File: src/design/intc_lvd_pkg.sv
// Constants, register map and encodings of the interrupt flag block
// with its supply monitor. Shared by the block and its bench.
// Assumes a 100 MHz system clock and a 32-bit classic Wishbone bus.
package intc_lvd_pkg;

	// Register count and byte offsets, one aligned word each
	localparam int NUM_REGS = 9;
	localparam logic [5:0] OFS_LOW_VOLTAGE_CONTROL = 6'h00;
	localparam logic [5:0] OFS_EXT_INT_EDGE_SELECT = 6'h04;
	localparam logic [5:0] OFS_PRIMARY_INT_CTRL_0 = 6'h08;
	localparam logic [5:0] OFS_PRIMARY_INT_CTRL_1 = 6'h0c;
	localparam logic [5:0] OFS_PRIMARY_INT_CTRL_2 = 6'h10;
	localparam logic [5:0] OFS_MULTIFUNC_INT_CTRL_0 = 6'h14;
	localparam logic [5:0] OFS_MULTIFUNC_INT_CTRL_1 = 6'h18;
	localparam logic [5:0] OFS_MULTIFUNC_INT_CTRL_2 = 6'h1c;
	localparam logic [5:0] OFS_MULTIFUNC_INT_CTRL_3 = 6'h20;

	// Register indexes (byte offset divided by four)
	localparam logic [3:0] IDX_LVC = 4'h0;
	localparam logic [3:0] IDX_EDGE = 4'h1;
	localparam logic [3:0] IDX_PRI0 = 4'h2;
	localparam logic [3:0] IDX_PRI1 = 4'h3;
	localparam logic [3:0] IDX_PRI2 = 4'h4;
	localparam logic [3:0] IDX_MF0 = 4'h5;
	localparam logic [3:0] IDX_MF1 = 4'h6;
	localparam logic [3:0] IDX_MF2 = 4'h7;
	localparam logic [3:0] IDX_MF3 = 4'h8;

	// Reset value and software-writable bits of each register
	localparam logic [7:0] REG_RESET = 8'h00;
	localparam logic [7:0] WMASK [NUM_REGS] = '{8'h1f, 8'h0f, 8'h7f, 8'hff, 8'hff,
		8'h33, 8'hff, 8'h77, 8'h33};

	// Field positions in the monitor control, edge select and primary control 0 registers
	localparam int LVC_FLAG_BIT = 5;
	localparam int LVC_EN_BIT = 4;
	localparam int LVC_BG_BIT = 3;
	localparam int LVC_THR_LSB = 0;
	localparam int EDGE_A_LSB = 0;
	localparam int EDGE_B_LSB = 2;
	localparam int GLOBAL_EN_BIT = 0;

	// Threshold levels, 2.0 V up to 4.0 V
	typedef enum logic [2:0] {
		THR_2V0 = 3'b000, THR_2V2 = 3'b001, THR_2V4 = 3'b010, THR_2V7 = 3'b011,
		THR_3V0 = 3'b100, THR_3V3 = 3'b101, THR_3V6 = 3'b110, THR_4V0 = 3'b111
	} threshold_t;

	// Pin edge selection
	typedef enum logic [1:0] {
		EDGE_OFF = 2'b00, EDGE_RISE = 2'b01, EDGE_FALL = 2'b10, EDGE_BOTH = 2'b11
	} edge_sel_t;

	// Positions of the peripheral event pulses on the source vector
	localparam int NUM_SRC = 15;
	localparam int SRC_TOUCH = 0;
	localparam int SRC_UART = 1;
	localparam int SRC_ADC = 2;
	localparam int SRC_TB0 = 3;
	localparam int SRC_TB1 = 4;
	localparam int SRC_CTM0P = 5;
	localparam int SRC_CTM0A = 6;
	localparam int SRC_CTM1P = 7;
	localparam int SRC_CTM1A = 8;
	localparam int SRC_STMP = 9;
	localparam int SRC_STMA = 10;
	localparam int SRC_PTMP = 11;
	localparam int SRC_PTMA = 12;
	localparam int SRC_SIM = 13;
	localparam int SRC_EEPROM = 14;

	// Monitor interrupt delay and its cycle count
	localparam int CLK_PERIOD_NS = 10;
	localparam int MONITOR_INT_DELAY_NS = 1000;
	localparam int MONITOR_INT_DELAY_CYC = (MONITOR_INT_DELAY_NS + CLK_PERIOD_NS - 1)
		/ CLK_PERIOD_NS;
	localparam int DLY_W = 8;

endpackage

File: src/design/intc_lvd.sv
// Interrupt flag and enable block with supply monitor control/status.
// Assumes a classic Wishbone master, asynchronous pin and comparator
// inputs, and peripheral event pulses on the system clock.
//
// The placing of the registers and the Wishbone slave port were decided locally.
`timescale 1ns/1ps
module intc_lvd
	import intc_lvd_pkg::*;
(
	// Clock and reset
	input wire logic clk_i,
	input wire logic rst_i,
	// Wishbone slave
	input wire logic wb_cyc_i,
	input wire logic wb_stb_i,
	input wire logic wb_we_i,
	input wire logic [5:0] wb_adr_i,
	input wire logic [3:0] wb_sel_i,
	input wire logic [31:0] wb_dat_i,
	output logic [31:0] wb_dat_o,
	output logic wb_ack_o,
	// External interrupt pins, asynchronous
	input wire logic ext_irq_pin_a_i,
	input wire logic ext_irq_pin_b_i,
	// Peripheral event pulses, system clock
	input wire logic [NUM_SRC-1:0] periph_event_i,
	// Core power state, system clock
	input wire logic powered_down_i,
	// Analogue comparator result, asynchronous
	input wire logic supply_below_i,
	// Analogue monitor controls
	output logic supply_monitor_enable_o,
	output logic bandgap_output_enable_o,
	output logic reference_enable_o,
	output logic [2:0] threshold_select_o,
	// Core signalling
	output logic core_irq_o,
	output logic wake_o
);

	logic [7:0] regs_q [NUM_REGS];
	logic [7:0] hw_set [NUM_REGS];
	logic ack_q;
	logic [31:0] dat_q;
	logic req;
	logic [3:0] idx;
	logic addr_ok;
	logic wr_en;
	logic [7:0] rd_val;
	logic [1:0] pin_s1_q;
	logic [1:0] pin_s2_q;
	logic [1:0] pin_prev_q;
	logic [1:0] pin_event;
	logic cmp_s1_q;
	logic cmp_s2_q;
	logic low_supply_flag_q;
	logic [DLY_W-1:0] dly_cnt_q;
	logic mon_req_set;
	logic [3:0] mf_lvl;
	logic [3:0] mf_lvl_q;
	logic [3:0] mf_rise;
	logic [11:0] pend;
	logic irq_q;
	logic wake_q;
	logic mon_en_q;
	logic bg_en_q;
	logic ref_en_q;
	logic [2:0] thr_q;

	// Bus decode: one aligned word per register
	assign req = wb_cyc_i & wb_stb_i;
	assign idx = wb_adr_i[5:2];
	assign addr_ok = (wb_adr_i[1:0] == 2'b00) && (idx < 4'(NUM_REGS));
	assign wr_en = ack_q & req & wb_we_i & wb_sel_i[0] & addr_ok;

	// Read value; monitor flag replaces bit 5, upper bits stay zero
	always_comb
	begin
		rd_val = 8'h00;
		if (addr_ok)
		begin
			rd_val = regs_q[idx];
		end
		if (addr_ok && idx == IDX_LVC)
		begin
			rd_val[LVC_FLAG_BIT] = low_supply_flag_q;
			rd_val[7:6] = 2'b00;
		end
	end

	// Ack one cycle after the request, dropped the cycle after
	always_ff @(posedge clk_i)
	begin
		if (rst_i)
		begin
			ack_q <= 1'b0;
			dat_q <= 32'h0000_0000;
		end
		else
		begin
			ack_q <= req & ~ack_q;
			dat_q <= (req & ~ack_q) ? {24'h00_0000, rd_val} : 32'h0000_0000;
		end
	end

	assign wb_ack_o = ack_q;
	assign wb_dat_o = dat_q;

	// Pin synchronisers and edge detection
	generate
		for (genvar p = 0; p < 2; p++)
		begin : g_pin
			logic [1:0] sel;
			assign sel = (p == 0) ? regs_q[IDX_EDGE][EDGE_A_LSB +: 2]
				: regs_q[IDX_EDGE][EDGE_B_LSB +: 2];
			always_ff @(posedge clk_i)
			begin
				if (rst_i)
				begin
					pin_s1_q[p] <= 1'b0;
					pin_s2_q[p] <= 1'b0;
					pin_prev_q[p] <= 1'b0;
				end
				else
				begin
					pin_s1_q[p] <= (p == 0) ? ext_irq_pin_a_i : ext_irq_pin_b_i;
					pin_s2_q[p] <= pin_s1_q[p];
					pin_prev_q[p] <= pin_s2_q[p];
				end
			end
			// One pulse per selected edge
			assign pin_event[p] =
				((sel == EDGE_RISE || sel == EDGE_BOTH) && pin_s2_q[p] && !pin_prev_q[p]) ||
				((sel == EDGE_FALL || sel == EDGE_BOTH) && !pin_s2_q[p] && pin_prev_q[p]);
		end
	endgenerate

	// Comparator synchroniser and gated low supply flag
	always_ff @(posedge clk_i)
	begin
		if (rst_i)
		begin
			cmp_s1_q <= 1'b0;
			cmp_s2_q <= 1'b0;
			low_supply_flag_q <= 1'b0;
		end
		else
		begin
			cmp_s1_q <= supply_below_i;
			cmp_s2_q <= cmp_s1_q;
			low_supply_flag_q <= cmp_s2_q & regs_q[IDX_LVC][LVC_EN_BIT];
		end
	end

	// Delay counter restarts on every drop of the flag
	always_ff @(posedge clk_i)
	begin
		if (rst_i || !low_supply_flag_q)
		begin
			dly_cnt_q <= '0;
		end
		else if (dly_cnt_q != DLY_W'(MONITOR_INT_DELAY_CYC))
		begin
			dly_cnt_q <= dly_cnt_q + 1'b1;
		end
	end

	assign mon_req_set = low_supply_flag_q
		&& (dly_cnt_q == DLY_W'(MONITOR_INT_DELAY_CYC - 1));

	// Grouped request levels and their rising edges
	generate
		for (genvar m = 0; m < 4; m++)
		begin : g_group
			assign mf_lvl[m] = |(regs_q[5 + m][7:4] & regs_q[5 + m][3:0]);
		end
	endgenerate

	always_ff @(posedge clk_i)
	begin
		if (rst_i)
		begin
			mf_lvl_q <= 4'h0;
		end
		else
		begin
			mf_lvl_q <= mf_lvl;
		end
	end

	assign mf_rise = mf_lvl & ~mf_lvl_q;

	// Hardware set events mapped onto flag bits
	always_comb
	begin
		for (int r = 0; r < NUM_REGS; r++)
		begin
			hw_set[r] = 8'h00;
		end
		hw_set[IDX_PRI0][6] = periph_event_i[SRC_TOUCH];
		hw_set[IDX_PRI0][5] = pin_event[1];
		hw_set[IDX_PRI0][4] = pin_event[0];
		hw_set[IDX_PRI1][7] = periph_event_i[SRC_ADC];
		hw_set[IDX_PRI1][6] = mf_rise[1];
		hw_set[IDX_PRI1][5] = mf_rise[0];
		hw_set[IDX_PRI1][4] = periph_event_i[SRC_UART];
		hw_set[IDX_PRI2][7] = mf_rise[3];
		hw_set[IDX_PRI2][6] = periph_event_i[SRC_TB1];
		hw_set[IDX_PRI2][5] = periph_event_i[SRC_TB0];
		hw_set[IDX_PRI2][4] = mf_rise[2];
		hw_set[IDX_MF0][5] = periph_event_i[SRC_CTM0A];
		hw_set[IDX_MF0][4] = periph_event_i[SRC_CTM0P];
		hw_set[IDX_MF1][7] = periph_event_i[SRC_STMA];
		hw_set[IDX_MF1][6] = periph_event_i[SRC_STMP];
		hw_set[IDX_MF1][5] = periph_event_i[SRC_CTM1A];
		hw_set[IDX_MF1][4] = periph_event_i[SRC_CTM1P];
		hw_set[IDX_MF2][6] = periph_event_i[SRC_SIM];
		hw_set[IDX_MF2][5] = periph_event_i[SRC_PTMA];
		hw_set[IDX_MF2][4] = periph_event_i[SRC_PTMP];
		hw_set[IDX_MF3][5] = periph_event_i[SRC_EEPROM];
		hw_set[IDX_MF3][4] = mon_req_set;
	end

	// Register file; writes merge with hardware sets, set wins
	generate
		for (genvar r = 0; r < NUM_REGS; r++)
		begin : g_reg
			always_ff @(posedge clk_i)
			begin
				if (rst_i)
				begin
					regs_q[r] <= REG_RESET;
				end
				else if (wr_en && idx == 4'(r))
				begin
					regs_q[r] <= (wb_dat_i[7:0] & WMASK[r]) | hw_set[r];
				end
				else
				begin
					regs_q[r] <= regs_q[r] | hw_set[r];
				end
			end
		end
	endgenerate

	// Primary pending requests: flag and its own enable
	assign pend[2:0] = regs_q[IDX_PRI0][6:4] & regs_q[IDX_PRI0][3:1];
	assign pend[3] = 1'b0;
	assign pend[7:4] = regs_q[IDX_PRI1][7:4] & regs_q[IDX_PRI1][3:0];
	assign pend[11:8] = regs_q[IDX_PRI2][7:4] & regs_q[IDX_PRI2][3:0];

	// Core request gated by the global enable; wake on a new monitor request
	always_ff @(posedge clk_i)
	begin
		if (rst_i)
		begin
			irq_q <= 1'b0;
			wake_q <= 1'b0;
		end
		else
		begin
			irq_q <= regs_q[IDX_PRI0][GLOBAL_EN_BIT] & (|pend);
			wake_q <= powered_down_i & mon_req_set & ~regs_q[IDX_MF3][4]
				& regs_q[IDX_MF3][0];
		end
	end

	// Analogue controls, unaffected by the power state
	always_ff @(posedge clk_i)
	begin
		if (rst_i)
		begin
			mon_en_q <= 1'b0;
			bg_en_q <= 1'b0;
			ref_en_q <= 1'b0;
			thr_q <= THR_2V0;
		end
		else
		begin
			mon_en_q <= regs_q[IDX_LVC][LVC_EN_BIT];
			bg_en_q <= regs_q[IDX_LVC][LVC_BG_BIT];
			ref_en_q <= regs_q[IDX_LVC][LVC_EN_BIT] | regs_q[IDX_LVC][LVC_BG_BIT];
			thr_q <= regs_q[IDX_LVC][LVC_THR_LSB +: 3];
		end
	end

	assign core_irq_o = irq_q;
	assign wake_o = wake_q;
	assign supply_monitor_enable_o = mon_en_q;
	assign bandgap_output_enable_o = bg_en_q;
	assign reference_enable_o = ref_en_q;
	assign threshold_select_o = thr_q;

	// Checks
	a_bus_ack_next: assert property (@(posedge clk_i) disable iff (rst_i)
		req && !ack_q |=> ack_q ##1 !ack_q)
		else $error("ack not given one cycle after request");

	a_lvc_upper_zero: assert property (@(posedge clk_i) disable iff (rst_i)
		req && !ack_q && wb_adr_i == OFS_LOW_VOLTAGE_CONTROL |=> wb_dat_o[7:6] == 2'b00)
		else $error("monitor control upper bits not zero");

	a_edge_upper_zero: assert property (@(posedge clk_i) disable iff (rst_i)
		req && !ack_q && wb_adr_i == OFS_EXT_INT_EDGE_SELECT |=> wb_dat_o[7:4] == 4'h0)
		else $error("edge select upper bits not zero");

	a_pin_a_rise: assert property (@(posedge clk_i) disable iff (rst_i)
		regs_q[IDX_EDGE][1:0] == EDGE_RISE && pin_s2_q[0] && !pin_prev_q[0]
		|=> regs_q[IDX_PRI0][4])
		else $error("pin a rising edge did not set flag");

	a_pin_b_fall: assert property (@(posedge clk_i) disable iff (rst_i)
		regs_q[IDX_EDGE][3:2] == EDGE_RISE && !pin_s2_q[1] && pin_prev_q[1]
		|-> !pin_event[1])
		else $error("pin b falling edge taken under rising select");

	a_flag_sticky: assert property (@(posedge clk_i) disable iff (rst_i)
		regs_q[IDX_PRI0][4] && !(wr_en && idx == IDX_PRI0) |=> regs_q[IDX_PRI0][4])
		else $error("pin a flag lost without software clear");

	a_set_wins: assert property (@(posedge clk_i) disable iff (rst_i)
		wr_en && idx == IDX_MF3 && hw_set[IDX_MF3] != 8'h00
		|=> (regs_q[IDX_MF3] & $past(hw_set[IDX_MF3])) == $past(hw_set[IDX_MF3]))
		else $error("hardware set lost to software clear");

	a_mon_req_delay: assert property (@(posedge clk_i) disable iff (rst_i)
		$rose(low_supply_flag_q) |-> !mon_req_set [*8])
		else $error("monitor request set before delay");

	a_irq_gate: assert property (@(posedge clk_i) disable iff (rst_i)
		!regs_q[IDX_PRI0][GLOBAL_EN_BIT] |=> !core_irq_o)
		else $error("interrupt raised with global enable clear");

	a_ref_auto: assert property (@(posedge clk_i) disable iff (rst_i)
		regs_q[IDX_LVC][LVC_EN_BIT] |=> reference_enable_o)
		else $error("reference off while monitor enabled");

	a_flag_gated: assert property (@(posedge clk_i) disable iff (rst_i)
		!regs_q[IDX_LVC][LVC_EN_BIT] |=> !low_supply_flag_q)
		else $error("low flag set while monitor off");

	a_wake_cause: assert property (@(posedge clk_i) disable iff (rst_i)
		wake_o |-> $past(powered_down_i) && $past(mon_req_set))
		else $error("wake without new monitor request");

	c_wake: cover property (@(posedge clk_i) disable iff (rst_i) wake_o);
	c_irq: cover property (@(posedge clk_i) disable iff (rst_i) $rose(core_irq_o));
	c_both_edges: cover property (@(posedge clk_i) disable iff (rst_i)
		regs_q[IDX_EDGE][1:0] == EDGE_BOTH && pin_event[0]);
	c_set_clash: cover property (@(posedge clk_i) disable iff (rst_i)
		wr_en && idx == IDX_MF3 && hw_set[IDX_MF3] != 8'h00);

endmodule // intc_lvd

File: config.mk
export PLATFORM = sky130hd
export DESIGN_NAME = intc_lvd
export DESIGN_NICKNAME = d
export VERILOG_FILES = /design/src/design/intc_lvd_pkg.sv /design/src/design/intc_lvd.sv
export SDC_FILE = /design/constraint.sdc
export NUM_CORES = 1
export LEC_CHECK = 0
export BUFFER_PORTS_ARGS = -buffer_cell sky130_fd_sc_hd__buf_2
export CAP_MARGIN = 0
export CORE_UTILIZATION = 30
export DETAILED_ROUTE_END_ITERATION = 10
export PLACE_DENSITY = 0.57
export SYNTH_ARGS = -nofsm -noshare
export SYNTH_HDL_FRONTEND = slang
export SYNTH_SLANG_ARGS = --single-unit
File: constraint.sdc
create_clock -name clk_i -period 2.9 [get_ports clk_i]
set_input_delay 0 -clock clk_i [delete_from_list [all_inputs] [get_ports clk_i]]
set_output_delay 0 -clock clk_i [all_outputs]
set_load 0.01 [all_outputs]
**After elaboration in Yosys (flattened, before gate mapping)**

Memories as Yosys holds them, arrays and structs flattened.
Index checks and enable logic that the tools add are counted.

- Register bits: 62
- Bits in writable memories: 72
- Input bits: 66
- Memories kept: 1

- Add/sub/neg operators: 1
- Magnitude comparators: 1
- Equal/unequal tests: 18
- Mux-type cells: 76
- Bitwise operators: 57
- Reduce and logical (&&, ||, !) cells: 44

Memories:

| memory | words | bits a word | rd ports | clocked after memory_dff | wr ports | line | text |
|---|---|---|---|---|---|---|---|
| regs_q | 9 | 8 | 10 | 0 | 9 | intc_lvd.sv:41 | `logic [7:0] regs_q [NUM_REGS];` |

Operator list:

| cell | number |
|---|---|
| $mux 8 | 18 |
| $mux 1 | 57 |
| $or 8x8->8 | 6 |
| $and 4x4->4 | 7 |
| $logic_and 1x1->1 | 20 |
| $reduce_or 4->1 | 5 |
| $or 1x1->1 | 19 |
| $eq 4x3->1 const B | 4 |
| $or 8x6->8 | 2 |
| $or 8x7->8 | 2 |
| $or 7x7->7 | 2 |
| $or 6x6->6 | 2 |
| $and 1x1->1 | 11 |
| $reduce_or 11->1 | 1 |
| $add 8x1->8 const B | 1 |
| $eq 2x2->1 const B | 4 |
| $eq 4x2->1 const B | 2 |
| $eq 8x7->1 const B | 1 |
| $ne 8x7->1 const B | 1 |
| $logic_or 1x1->1 | 7 |
| $mux 6 | 1 |
| $logic_not 1->1 | 5 |
| $eq 2x1->1 const B | 2 |
| $eq 4x1->1 const B | 1 |
| other kinds (11) | 16 |

**Longest topological paths before layout**

Gate-level depths: netlist of run 1.

- Word-level depth: 11
- Mapped depth: 6

**Worst setup path before layout of run 1**

No wires, ideal clock.

- Kind: reg-to-reg
- Start point: register ack_q, in the netlist wb_ack_o
- End point: memory regs_q[3][4] (data pin)
- Library setup time: 0.270 ns
- Data arrival time: 1.325 ns
- Required time: 2.630 ns
- Path slack: 1.305 ns
- Stages on the path, launching flop included: 5
- Buffers on the path: 0
- Cells stage by stage: dfxtp_1 nand3_1 nor4_4 mux2i_1 a21oi_1

RTL lines:

| element | line | text |
|---|---|---|
| from (decl) | intc_lvd.sv:43 | `logic ack_q;` |
| from (signal assigned) | intc_lvd.sv:101 | `ack_q <= req & ~ack_q;` |
| to (decl) | intc_lvd.sv:41 |  |

==> impl_metrics.ini, run 1 <==
[placement]
dp_hpwl_um = 8290
post-place-ws_ns = 0.798
place.gp.congestion = 0.868
io_buffers = 55

[worst_setup_path]
cp.depth = 4
crit_path_start = wb_ack_o
worstReg2RegStart = wb_ack_o
crit_required_ns = 2.98
crit_buf_inv = 0
cp_cell_sequence = nand3_1 > nor4_4 > mux2i_1 > a21oi_1
critPathMaxFanout = 5
path_class = flip-flop to flip-flop
slowest_stage = nor4_4
max_stage_delay_ns = 0.69
regToRegSetupSlack_ns = 0.95
arrival_ns = 2.03
cp-endpoint = regs_q[3][4]
cp_top_family = simple AND/OR/NAND/NOR gates
r2r_cells = 4
cp-start-kind = flip-flop
r2r_end = regs_q[3][4]
endpoint_kind = flip-flop

[sta]
setup-violations-final = 0
relSlewSlack = 0.560
hold_viol = 0
period_needed_ns = 1.95
post-route-worst-setup-slack_ns = 0.949
worst_pin_slew_ns = 0.655
drv_slew = 0
rsz0062_at_grt = no
finClkSkew_ns = 0.00870
fmax_mhz = 513
fin_tns_setup_ns = 0
post-route-period-util = 0.673

[clock_network]
clock_latency_ns = 0.35
clockBufferDepth = 2
numCtsBuffers = 9
clk_pin_slew_ns = 0.07
cts_resized = 0
cts.sinks = 92
htree_levels = 3
clockRootBuffer = clkbuf_16
cts_tree = done

[synthesis]
avgSynthCellArea_um2 = 10.8
yosysUniqueCellTypes = 48
synth-edff-count = 54
ys_seq_area_frac = 0.541
yosysWarnings = 0
synth-seq-cells = 92
synthesis.area_um2 = 4400
synthArstFlopShare = 0
synthFlopType = edfxtp_1
netlist_instances = 408

[power]
p_leak_nw = 2.12
powerDensity_nw_per_um2 = 551
ir_drop_v = 0.000245

[layout]
final_common_cell = nor2_1
final_util = 0.376
area_delta_synth_final_pct = 20.4
multi_input_area_um2 = 1860
seqCellArea_um2 = 2380
drive_above_1_share = 0.186
fill_cells = 1416
layout_common_cells = 56 x nor2_1, 55 x buf_2, 54 x edfxtp_1, 46 x conb_1, 38 x dfxtp_1
nets = 562
antenna-diode-count = 0

[min_path]
min-delay-start = periph_event_i[13]
hp-class = input port to flip-flop

[floorplanning]
fp.dieH_um = 123
start_util = 0.312
die_w_um = 123
row_count = 43
dieArea_um2 = 15200
coreArea_um2 = 14100
io_pins = 107

[drt]
ant_nets = 0
wl_per_cell_um = 16.5
drtPass1Iterations = 5
vias = 3255
viasPerCell = 4.79
drtIter0Drc = 276
wl_um = 11200
drc = 0

[global_route]
grt_max_degree = 32
grt_pass1_vias = 3198
grt_pass1_wl_um = 17400
antenna_found_initial = 0
grt_overflow = 0
grt_usage = 0.158

[flow_run]
drv_cap = 0

[run_status]
outcome = complete, no violations
report_power, final:
part | internal [mW] | switching [mW]
clock | 0.693 | 0.500
combinational | 0.106 | 0.147
sequential | 1.44 | 0.0378
cell families (layout without fill, tap and decap cells):
| logic type | count (synthesis) | count (layout) | share of synthesized area |
|---|---|---|---|
| compound gates | 60 | 60 | 0.0867 |
| simple gates | 156 | 156 | 0.187 |
| buf+inv | 60 | 107 | 0.0734 |
| flops | 92 | 92 | 0.541 |
| other cells | 2 | 46 | 0.00171 |
| fa+ha+maj | 2 | 2 | 0.00569 |
| xor+xnor | 5 | 5 | 0.00995 |
| mux | 31 | 31 | 0.0938 |
synthesized netlist by cell type, types with 4 or more instances:
| cell type | n | share of area |
|---|---|---|
| mux4_2 | 8 | 0.041 |
| nand2_1 | 22 | 0.019 |
| nor2b_1 | 13 | 0.018 |
| inv_1 | 16 | 0.014 |
| or2_2 | 5 | 0.0071 |
| a22o_1 | 4 | 0.0080 |
| a21oi_1 | 24 | 0.027 |
| a31oi_1 | 11 | 0.016 |
| buf_4 | 25 | 0.043 |
| nor2_1 | 56 | 0.048 |
| dfxtp_1 | 38 | 0.17 |
| nor3_1 | 9 | 0.010 |
| edfxtp_1 | 54 | 0.37 |
| nand3_1 | 9 | 0.010 |
| or3_1 | 5 | 0.0071 |
| nand2b_1 | 15 | 0.021 |
| clkbuf_1 | 14 | 0.012 |
| a221oi_1 | 4 | 0.0080 |
| mux2i_1 | 21 | 0.048 |
| nand4_1 | 4 | 0.0057 |
timing repair:
action | CTS | global route
hold endpoints to repair | 16 | 0
hold buffers | 16 | 0
setup buffers | 0 | 0
worst register-to-register path, delay by kind of cell, from the launching register on:
| family | cells | cell delay [ns] |
|---|---|---|
| and+or+nand+nor | 2 | 0.96 |
| AOI/OAI and AO/OA | 1 | 0.08 |
| DFF | 1 | 0.36 |
| muxes | 1 | 0.28 |
layer usage:
metal | share of wire | routed length (µm) | track usage | up-vias
li1 | - | - | - | 1561
met1 | 0.46 | 5160 | 0.213 | 1556
met4 | 0.015 | 167 | 0.0422 | 0
met5 | 0 | 0 | 0 | -
met2 | 0.46 | 5140 | 0.253 | 120
met3 | 0.063 | 699 | 0.0406 | 18
final cells by class:
type,instances,share of cell area
clock buffer,11,0.0458
multi-input combinational,300,0.351
inverter,16,0.0113
timing repair buffer,75,0.0879
sequential,92,0.450
clock inverter,5,0.0116
tap,180,0.0425
state kept, by name (all words and copies together) (netlist names):
signal / flops
pin_prev_q: 2
core_irq_o: 1
reference_enable_o: 1
threshold_select_o: 3
bandgap_output_enable_o: 1
dly_cnt_q: 8
regs_q: 54
wake_o: 1
cmp_s1_q: 1
wb_dat_o: 8
cmp_s2_q: 1
pin_s2_q: 2
low_supply_flag_q: 1
supply_monitor_enable_o: 1
pin_s1_q: 2
mf_lvl_q: 4
wb_ack_o: 1
worst min path at each step:
| stage | end | slack, ns | cells after the start |
|---|---|---|---|
| global route | regs_q[7][6] | 0.05 | 3 |
| detailed placement | pin_s1_q[0] | 0.22 | 2 |
| floorplan | supply_monitor_enable_o | 0.09 | 1 |
| finish | regs_q[7][6] | 0.02 | 3 |
| global placement | pin_s1_q[0] | 0.23 | 2 |
| CTS | regs_q[7][6] | 0.01 | 3 |
per-stage QoR:
| stage | instances | total power [mW] | cell area, µm² | hold slack [ns] |
|---|---|---|---|---|
| floorplan | 452 | 1.66 | 4570 | 0.0862 |
| global placement | 647 | 1.73 | 4830 | 0.225 |
| detailed placement | 647 | 1.74 | 4830 | 0.221 |
| CTS | 679 | 2.95 | 5300 | 0.0132 |
| global route | 679 | 3.04 | 5300 | 0.0477 |
| finish | 679 | 2.92 | 5300 | 0.0158 |
Power figures use the tool's default switching activity.
==> run 2: changes to the inputs <==
Settings changed: ABC_AREA set to 1, PLACE_DENSITY 0.57 to 0.58.
Clock period 2.9 ns to 1.7 ns, I/O delays scaled along.
==> run 2 against run 1 <==
Routed wire length rose by 11%. Worst setup slack got worse by 0.82 ns. Sequential share of layout area fell by 3.4 points. Combinational power rose by 92%. Register-to-register slack got worse by 0.82 ns. Die area rose by 9.1%. Critical path type unchanged. Maximum frequency rose by 25%. Flip-flop and latch count did not move. Global-route usage rose by 0.31 points. Clock skew fell by 0.0013 ns. Via count rose by 21%. Largest power group unchanged.
==> impl_metrics.ini, run 2 <==
[run_status]
outcome = complete, no violations

[layout]
multi_input_area_um2 = 1970
final_common_cell = nand2_1
antenna-diode-count = 0
layout_common_cells = 138 x nand2_1, 91 x inv_1, 75 x nor2_1, 58 x nand3_1, 55 x buf_2
drive_above_1_share = 0.177
final_util = 0.371
nets = 759
fill_cells = 1625
largest_reg_flops = 54
area_delta_synth_final_pct = 19.2
largest_register = regs_q
seqCellArea_um2 = 2380

[worst_setup_path]
arrival_ns = 1.61
crit_required_ns = 1.74
r2r_cells = 7
path_class = flip-flop to flip-flop
critPathMaxFanout = 9
cp-start-kind = flip-flop
endpoint_kind = flip-flop

[global_route]
grt_usage = 0.161
grt_pass1_vias = 3742
grt_overflow = 0
antenna_found_initial = 0
grt_max_degree = 59
grt_pass1_wl_um = 19800

[synthesis]
yosysUniqueCellTypes = 39
synth-seq-cells = 92
synth-edff-count = 54
yosys-top-cells-count = 139 x nand2_1, 91 x inv_1, 75 x nor2_1
netlist_top_cells_area = edfxtp_1 34%, dfxtp_1 16%, nand2_1 11%
ys_seq_area_frac = 0.496
yosysMostFrequentCell = nand2_1
synth_top_area_cell = edfxtp_1
netlist_instances = 598
synthArstFlopShare = 0
yosysWarnings = 0
synth_top_area_share = 0.337
avgSynthCellArea_um2 = 8.04
synthesis.area_um2 = 4810
synthFlopType = edfxtp_1

[power]
powerDensity_nw_per_um2 = 869
power_mw = 4.98
netSwitchingPower_mw = 1.28
ir_drop_v = 0.000411
p_seq_frac = 0.500
p_comb_frac = 0.097
power.share.clock = 0.402
switching_share = 0.257
intPower_mw = 3.70
p_leak_nw = 2.67

[floorplanning]
start_util = 0.312
row_count = 45
coreArea_um2 = 15400
die_w_um = 129
fp.dieH_um = 129
io_pins = 107
dieArea_um2 = 16500

[drt]
wl_per_cell_um = 13.6
ant_nets = 0
vias = 3941
drtPass1Iterations = 5
drtIter0Drc = 358
drc = 0
viasPerCell = 4.35
wl_um = 12400

[sta]
rsz0062_at_grt = no
whs_ns = 0.0309
fin_tns_setup_ns = 0
setup-violations-final = 0
period_needed_ns = 1.57
hold_viol = 0
finClkSkew_ns = 0.00735
fmax_mhz = 639
post-route-period-util = 0.921
drv_slew = 0
relSlewSlack = 0.648
worst_pin_slew_ns = 0.527

[clock_network]
clk_pin_slew_ns = 0.07
cts_tree = done
clock_latency_ns = 0.34
clockRootBuffer = clkbuf_16
htree_levels = 3
cts.sinks = 92
clockBufferDepth = 2
numCtsBuffers = 9

[placement]
io_buffers = 55
dp_hpwl_um = 9410
place.gp.congestion = 0.835

[flow_run]
drv_cap = 0

[min_path]
worstHoldPathCells = 5
hp-class = input port to flip-flop
## run 2: stage by stage
| step | cell area, µm² | std cells | worst slack (ns) |
|---|---|---|---|
| 4_1_cts | 5720 | 906 | 0.108 |
| 6_report | 5730 | 907 | 0.134 |
| 5_1_grt | 5730 | 907 | 0.0104 |
| 3_3_place_gp | 5370 | 884 | 0.114 |
| 3_5_place_dp | 5370 | 884 | 0.0981 |
| 2_1_floorplan | 4970 | 642 | 0.0622 |
## run 2: repair_timing
item | CTS | global route
setup endpoints to repair | 0 | 5
resized for setup | 0 | 1
buffers inserted | 0 | 1
hold endpoints to repair | 11 | 0
hold buffers | 6 | 0
## run 2: power groups by stage
stage	Combinational (mW)	Clock (mW)	Sequential (mW)
final	0.485	2.00	2.49
after global routing	0.551	2.13	2.50
after CTS	0.486	2.03	2.49
after detailed placement	0.473	0	2.54
after global placement	0.475	0	2.54
after floorplan	0.346	0	2.53
## run 2: final timing paths
kind	start	end	slack (ns)
setup / recovery	wb_ack_o	regs_q[2][2]	0.13
hold / removal	periph_event_i[14]	regs_q[8][5]	0.03
setup reg to reg	wb_ack_o	regs_q[2][2]	0.13
hold reg to reg	pin_s1_q[1]	pin_s2_q[1]	0.40
## run 2: cell families (layout without fill, tap and decap cells)
logic type,count (synthesis),in the layout,synth area share
fa+ha+maj,2,2,0.00520
buf+inv,137,191,0.130
compound gates,41,41,0.0518
xor+xnor,3,3,0.00547
simple gates,321,321,0.310
other cells,2,46,0.00156
flops,92,92,0.496
## run 2: cell type report
type,instances,share of cell area
flip-flops and latches,92,0.416
multi-input cells,413,0.343
repair buffers,73,0.0764
inverters,102,0.0672
well taps,211,0.0461
clock buffers,11,0.0443
clock inverters,5,0.00721
## run 2: metal layers
layer	share of wire	track usage	vias up
met5	0	0	-
met4	0.022	0.0554	0
met3	0.059	0.0316	16
met2	0.47	0.265	131
met1	0.45	0.213	1781
li1	-	-	2013
## run 2: worst max-delay path, stage by stage, from the launching register on
cell and delay, ns:
dfxtp_1 0.36, nand3_1 0.10, nor2_1 0.10, buf_4 0.16
nand2_8 0.14, nor2_4 0.18, inv_2 0.07, nand2_1 0.15
==> run 3: changes to the inputs <==
Settings changed: CORE_UTILIZATION 30 to 49, PLACE_DENSITY 0.58 to 0.83.
==> run 3 against run 2 <==
Cell area decreased by 4.1%. Global-route usage rose by 7.5 points. Register-to-register slack worse by 0.02 ns. Hold slack lost 0.023 ns. Clock skew increased by 0.0045 ns. Sequential power about the same. Maximum frequency shrank 1.2%. Sequential share of layout area is 1.8 points higher. Clock power is 27% lower. First-iteration DRC count rose by 11%. Count of clock-buffer cells in the layout is the same. Critical path type unchanged.
==> impl_metrics.ini, run 3 (synthesized netlist as in run 2, its figures left out) <==
[layout]
seqCellArea_um2 = 2380
antenna-diode-count = 0
nets = 757
largest_register = regs_q
layout_common_cells = 139 x nand2_1, 91 x inv_1, 75 x nor2_1, 58 x nand3_1, 55 x buf_2
final_common_cell = nand2_1
multi_input_area_um2 = 1960
area_delta_synth_final_pct = 14.4
largest_reg_flops = 54
fill_cells = 835
drive_above_1_share = 0.173

[sta]
fin_tns_setup_ns = 0
drv_slew = 0
fmax_mhz = 631
finClkSkew_ns = 0.0118
whs_ns = 0.00763
rsz0062_at_grt = no
setup-violations-final = 0
hold_viol = 0
period_needed_ns = 1.59
post-route-period-util = 0.932

[drt]
viasPerCell = 5.01
wl_per_cell_um = 13.9
drc = 0
wl_um = 11400
ant_nets = 0
drtIter0Drc = 398
vias = 4120
drtPass1Iterations = 6

[worst_setup_path]
arrival_ns = 1.66
cp_top_family = simple AND/OR/NAND/NOR gates
critPathMaxFanout = 9
max_stage_delay_ns = 0.35
cp-start-kind = flip-flop
cp_cell_sequence = nand3_1 > nor2_1 > buf_4 > nand2_8 > nor2_8 > inv_2 > nand2_1
slowest_stage = dfxtp_1
endpoint_kind = flip-flop
path_class = flip-flop to flip-flop
crit_required_ns = 1.78
crit_buf_inv = 2

[flow_run]
drv_cap = 0

[placement]
place.gp.congestion = 0.963
dp_hpwl_um = 8620
io_buffers = 55

[global_route]
grt_pass1_wl_um = 18000
grt_overflow = 0
antenna_found_initial = 0
grt_pass1_vias = 3833
grt_usage = 0.237
grt_max_degree = 26

[floorplanning]
coreArea_um2 = 9370
dieArea_um2 = 10200
start_util = 0.513
die_w_um = 101
io_pins = 107
fp.dieH_um = 101
row_count = 35

[clock_network]
numCtsBuffers = 9
htree_levels = 3
clockRootBuffer = clkbuf_8
clk_pin_slew_ns = 0.09
cts.sinks = 92
clockBufferDepth = 2
clock_latency_ns = 0.38
cts_tree = done

[power]
p_seq_frac = 0.563
intPower_mw = 3.24
p_comb_frac = 0.107
powerDensity_nw_per_um2 = 806
p_leak_nw = 2.62
ir_drop_v = 0.000352
netSwitchingPower_mw = 1.19
power.share.clock = 0.330
switching_share = 0.268

[run_status]
outcome = complete, no violations

[min_path]
hp-class = input port to flip-flop
run 3: cell types whose count changed in the layout (fill, tap and decap cells not counted), sizes merged:
cell / previous run / this run
clkinvlp: 1 / 0
clkinv: 3 / 4
buf: 67 / 65
run 3: final timing paths:
| path | from | slack, ns | end | cells after the start |
|---|---|---|---|---|
| hold / removal | wb_cyc_i | 0.008 | wb_ack_o | 5 |
| hold reg to reg | pin_s1_q[0] | 0.41 | pin_s2_q[0] | 2 |
| setup reg to reg | wb_ack_o | 0.11 | regs_q[3][1] | 7 |
| setup / recovery | wb_ack_o | 0.11 | regs_q[3][1] | 7 |
run 3: layout make-up:
cell class	count	area share
sequential	92	0.433
multi-input combinational	413	0.357
timing repair buffer	71	0.0746
inverter	102	0.0701
tap	129	0.0294
clock buffer	11	0.0278
clock inverter	5	0.00774
run 3: what timing repair did:
action,CTS,global route
gates resized for setup,0,0
setup buffers,0,0
setup endpoints to repair,0,0
endpoints found under the hold margin,6,0
hold buffers,6,0
run 3: worst reg2reg max path, cell delays in order, from the launching register on:
cell     delay [ns]
dfxtp_1        0.35
nand3_1        0.09
nor2_1         0.10
buf_4          0.16
nand2_8        0.15
nor2_8         0.19
inv_2          0.10
nand2_1        0.15
run 3: through the flow:
stage | setup WS [ns] | instance area, µm² | util | power [mW] | cells
final | 0.115 | 5500 | 0.587 | 4.43 | 823
after global routing | 0.0464 | 5500 | 0.587 | 4.57 | 823
after CTS | 0.123 | 5500 | 0.587 | 4.43 | 823
after detailed placement | 0.145 | 5240 | 0.559 | 3.00 | 801
after global placement | 0.179 | 5240 | 0.559 | 2.98 | 801
after floorplan | 0.0622 | 4970 | - | 2.87 | 642
run 3: power by group through the flow:
stage | sequential (mW) | combinational (mW) | clock (mW)
after CTS | 2.49 | 0.469 | 1.47
after global placement | 2.54 | 0.446 | 0
after floorplan | 2.53 | 0.346 | 0
after detailed placement | 2.54 | 0.455 | 0
final | 2.49 | 0.476 | 1.46
after global routing | 2.50 | 0.532 | 1.54
run 3: metal layers:
layer | GRT usage | wire (µm)
met1 | 0.289 | 4520
met2 | 0.397 | 5400
met3 | 0.0479 | 1110
met4 | 0.120 | 371
met5 | 0 | 0
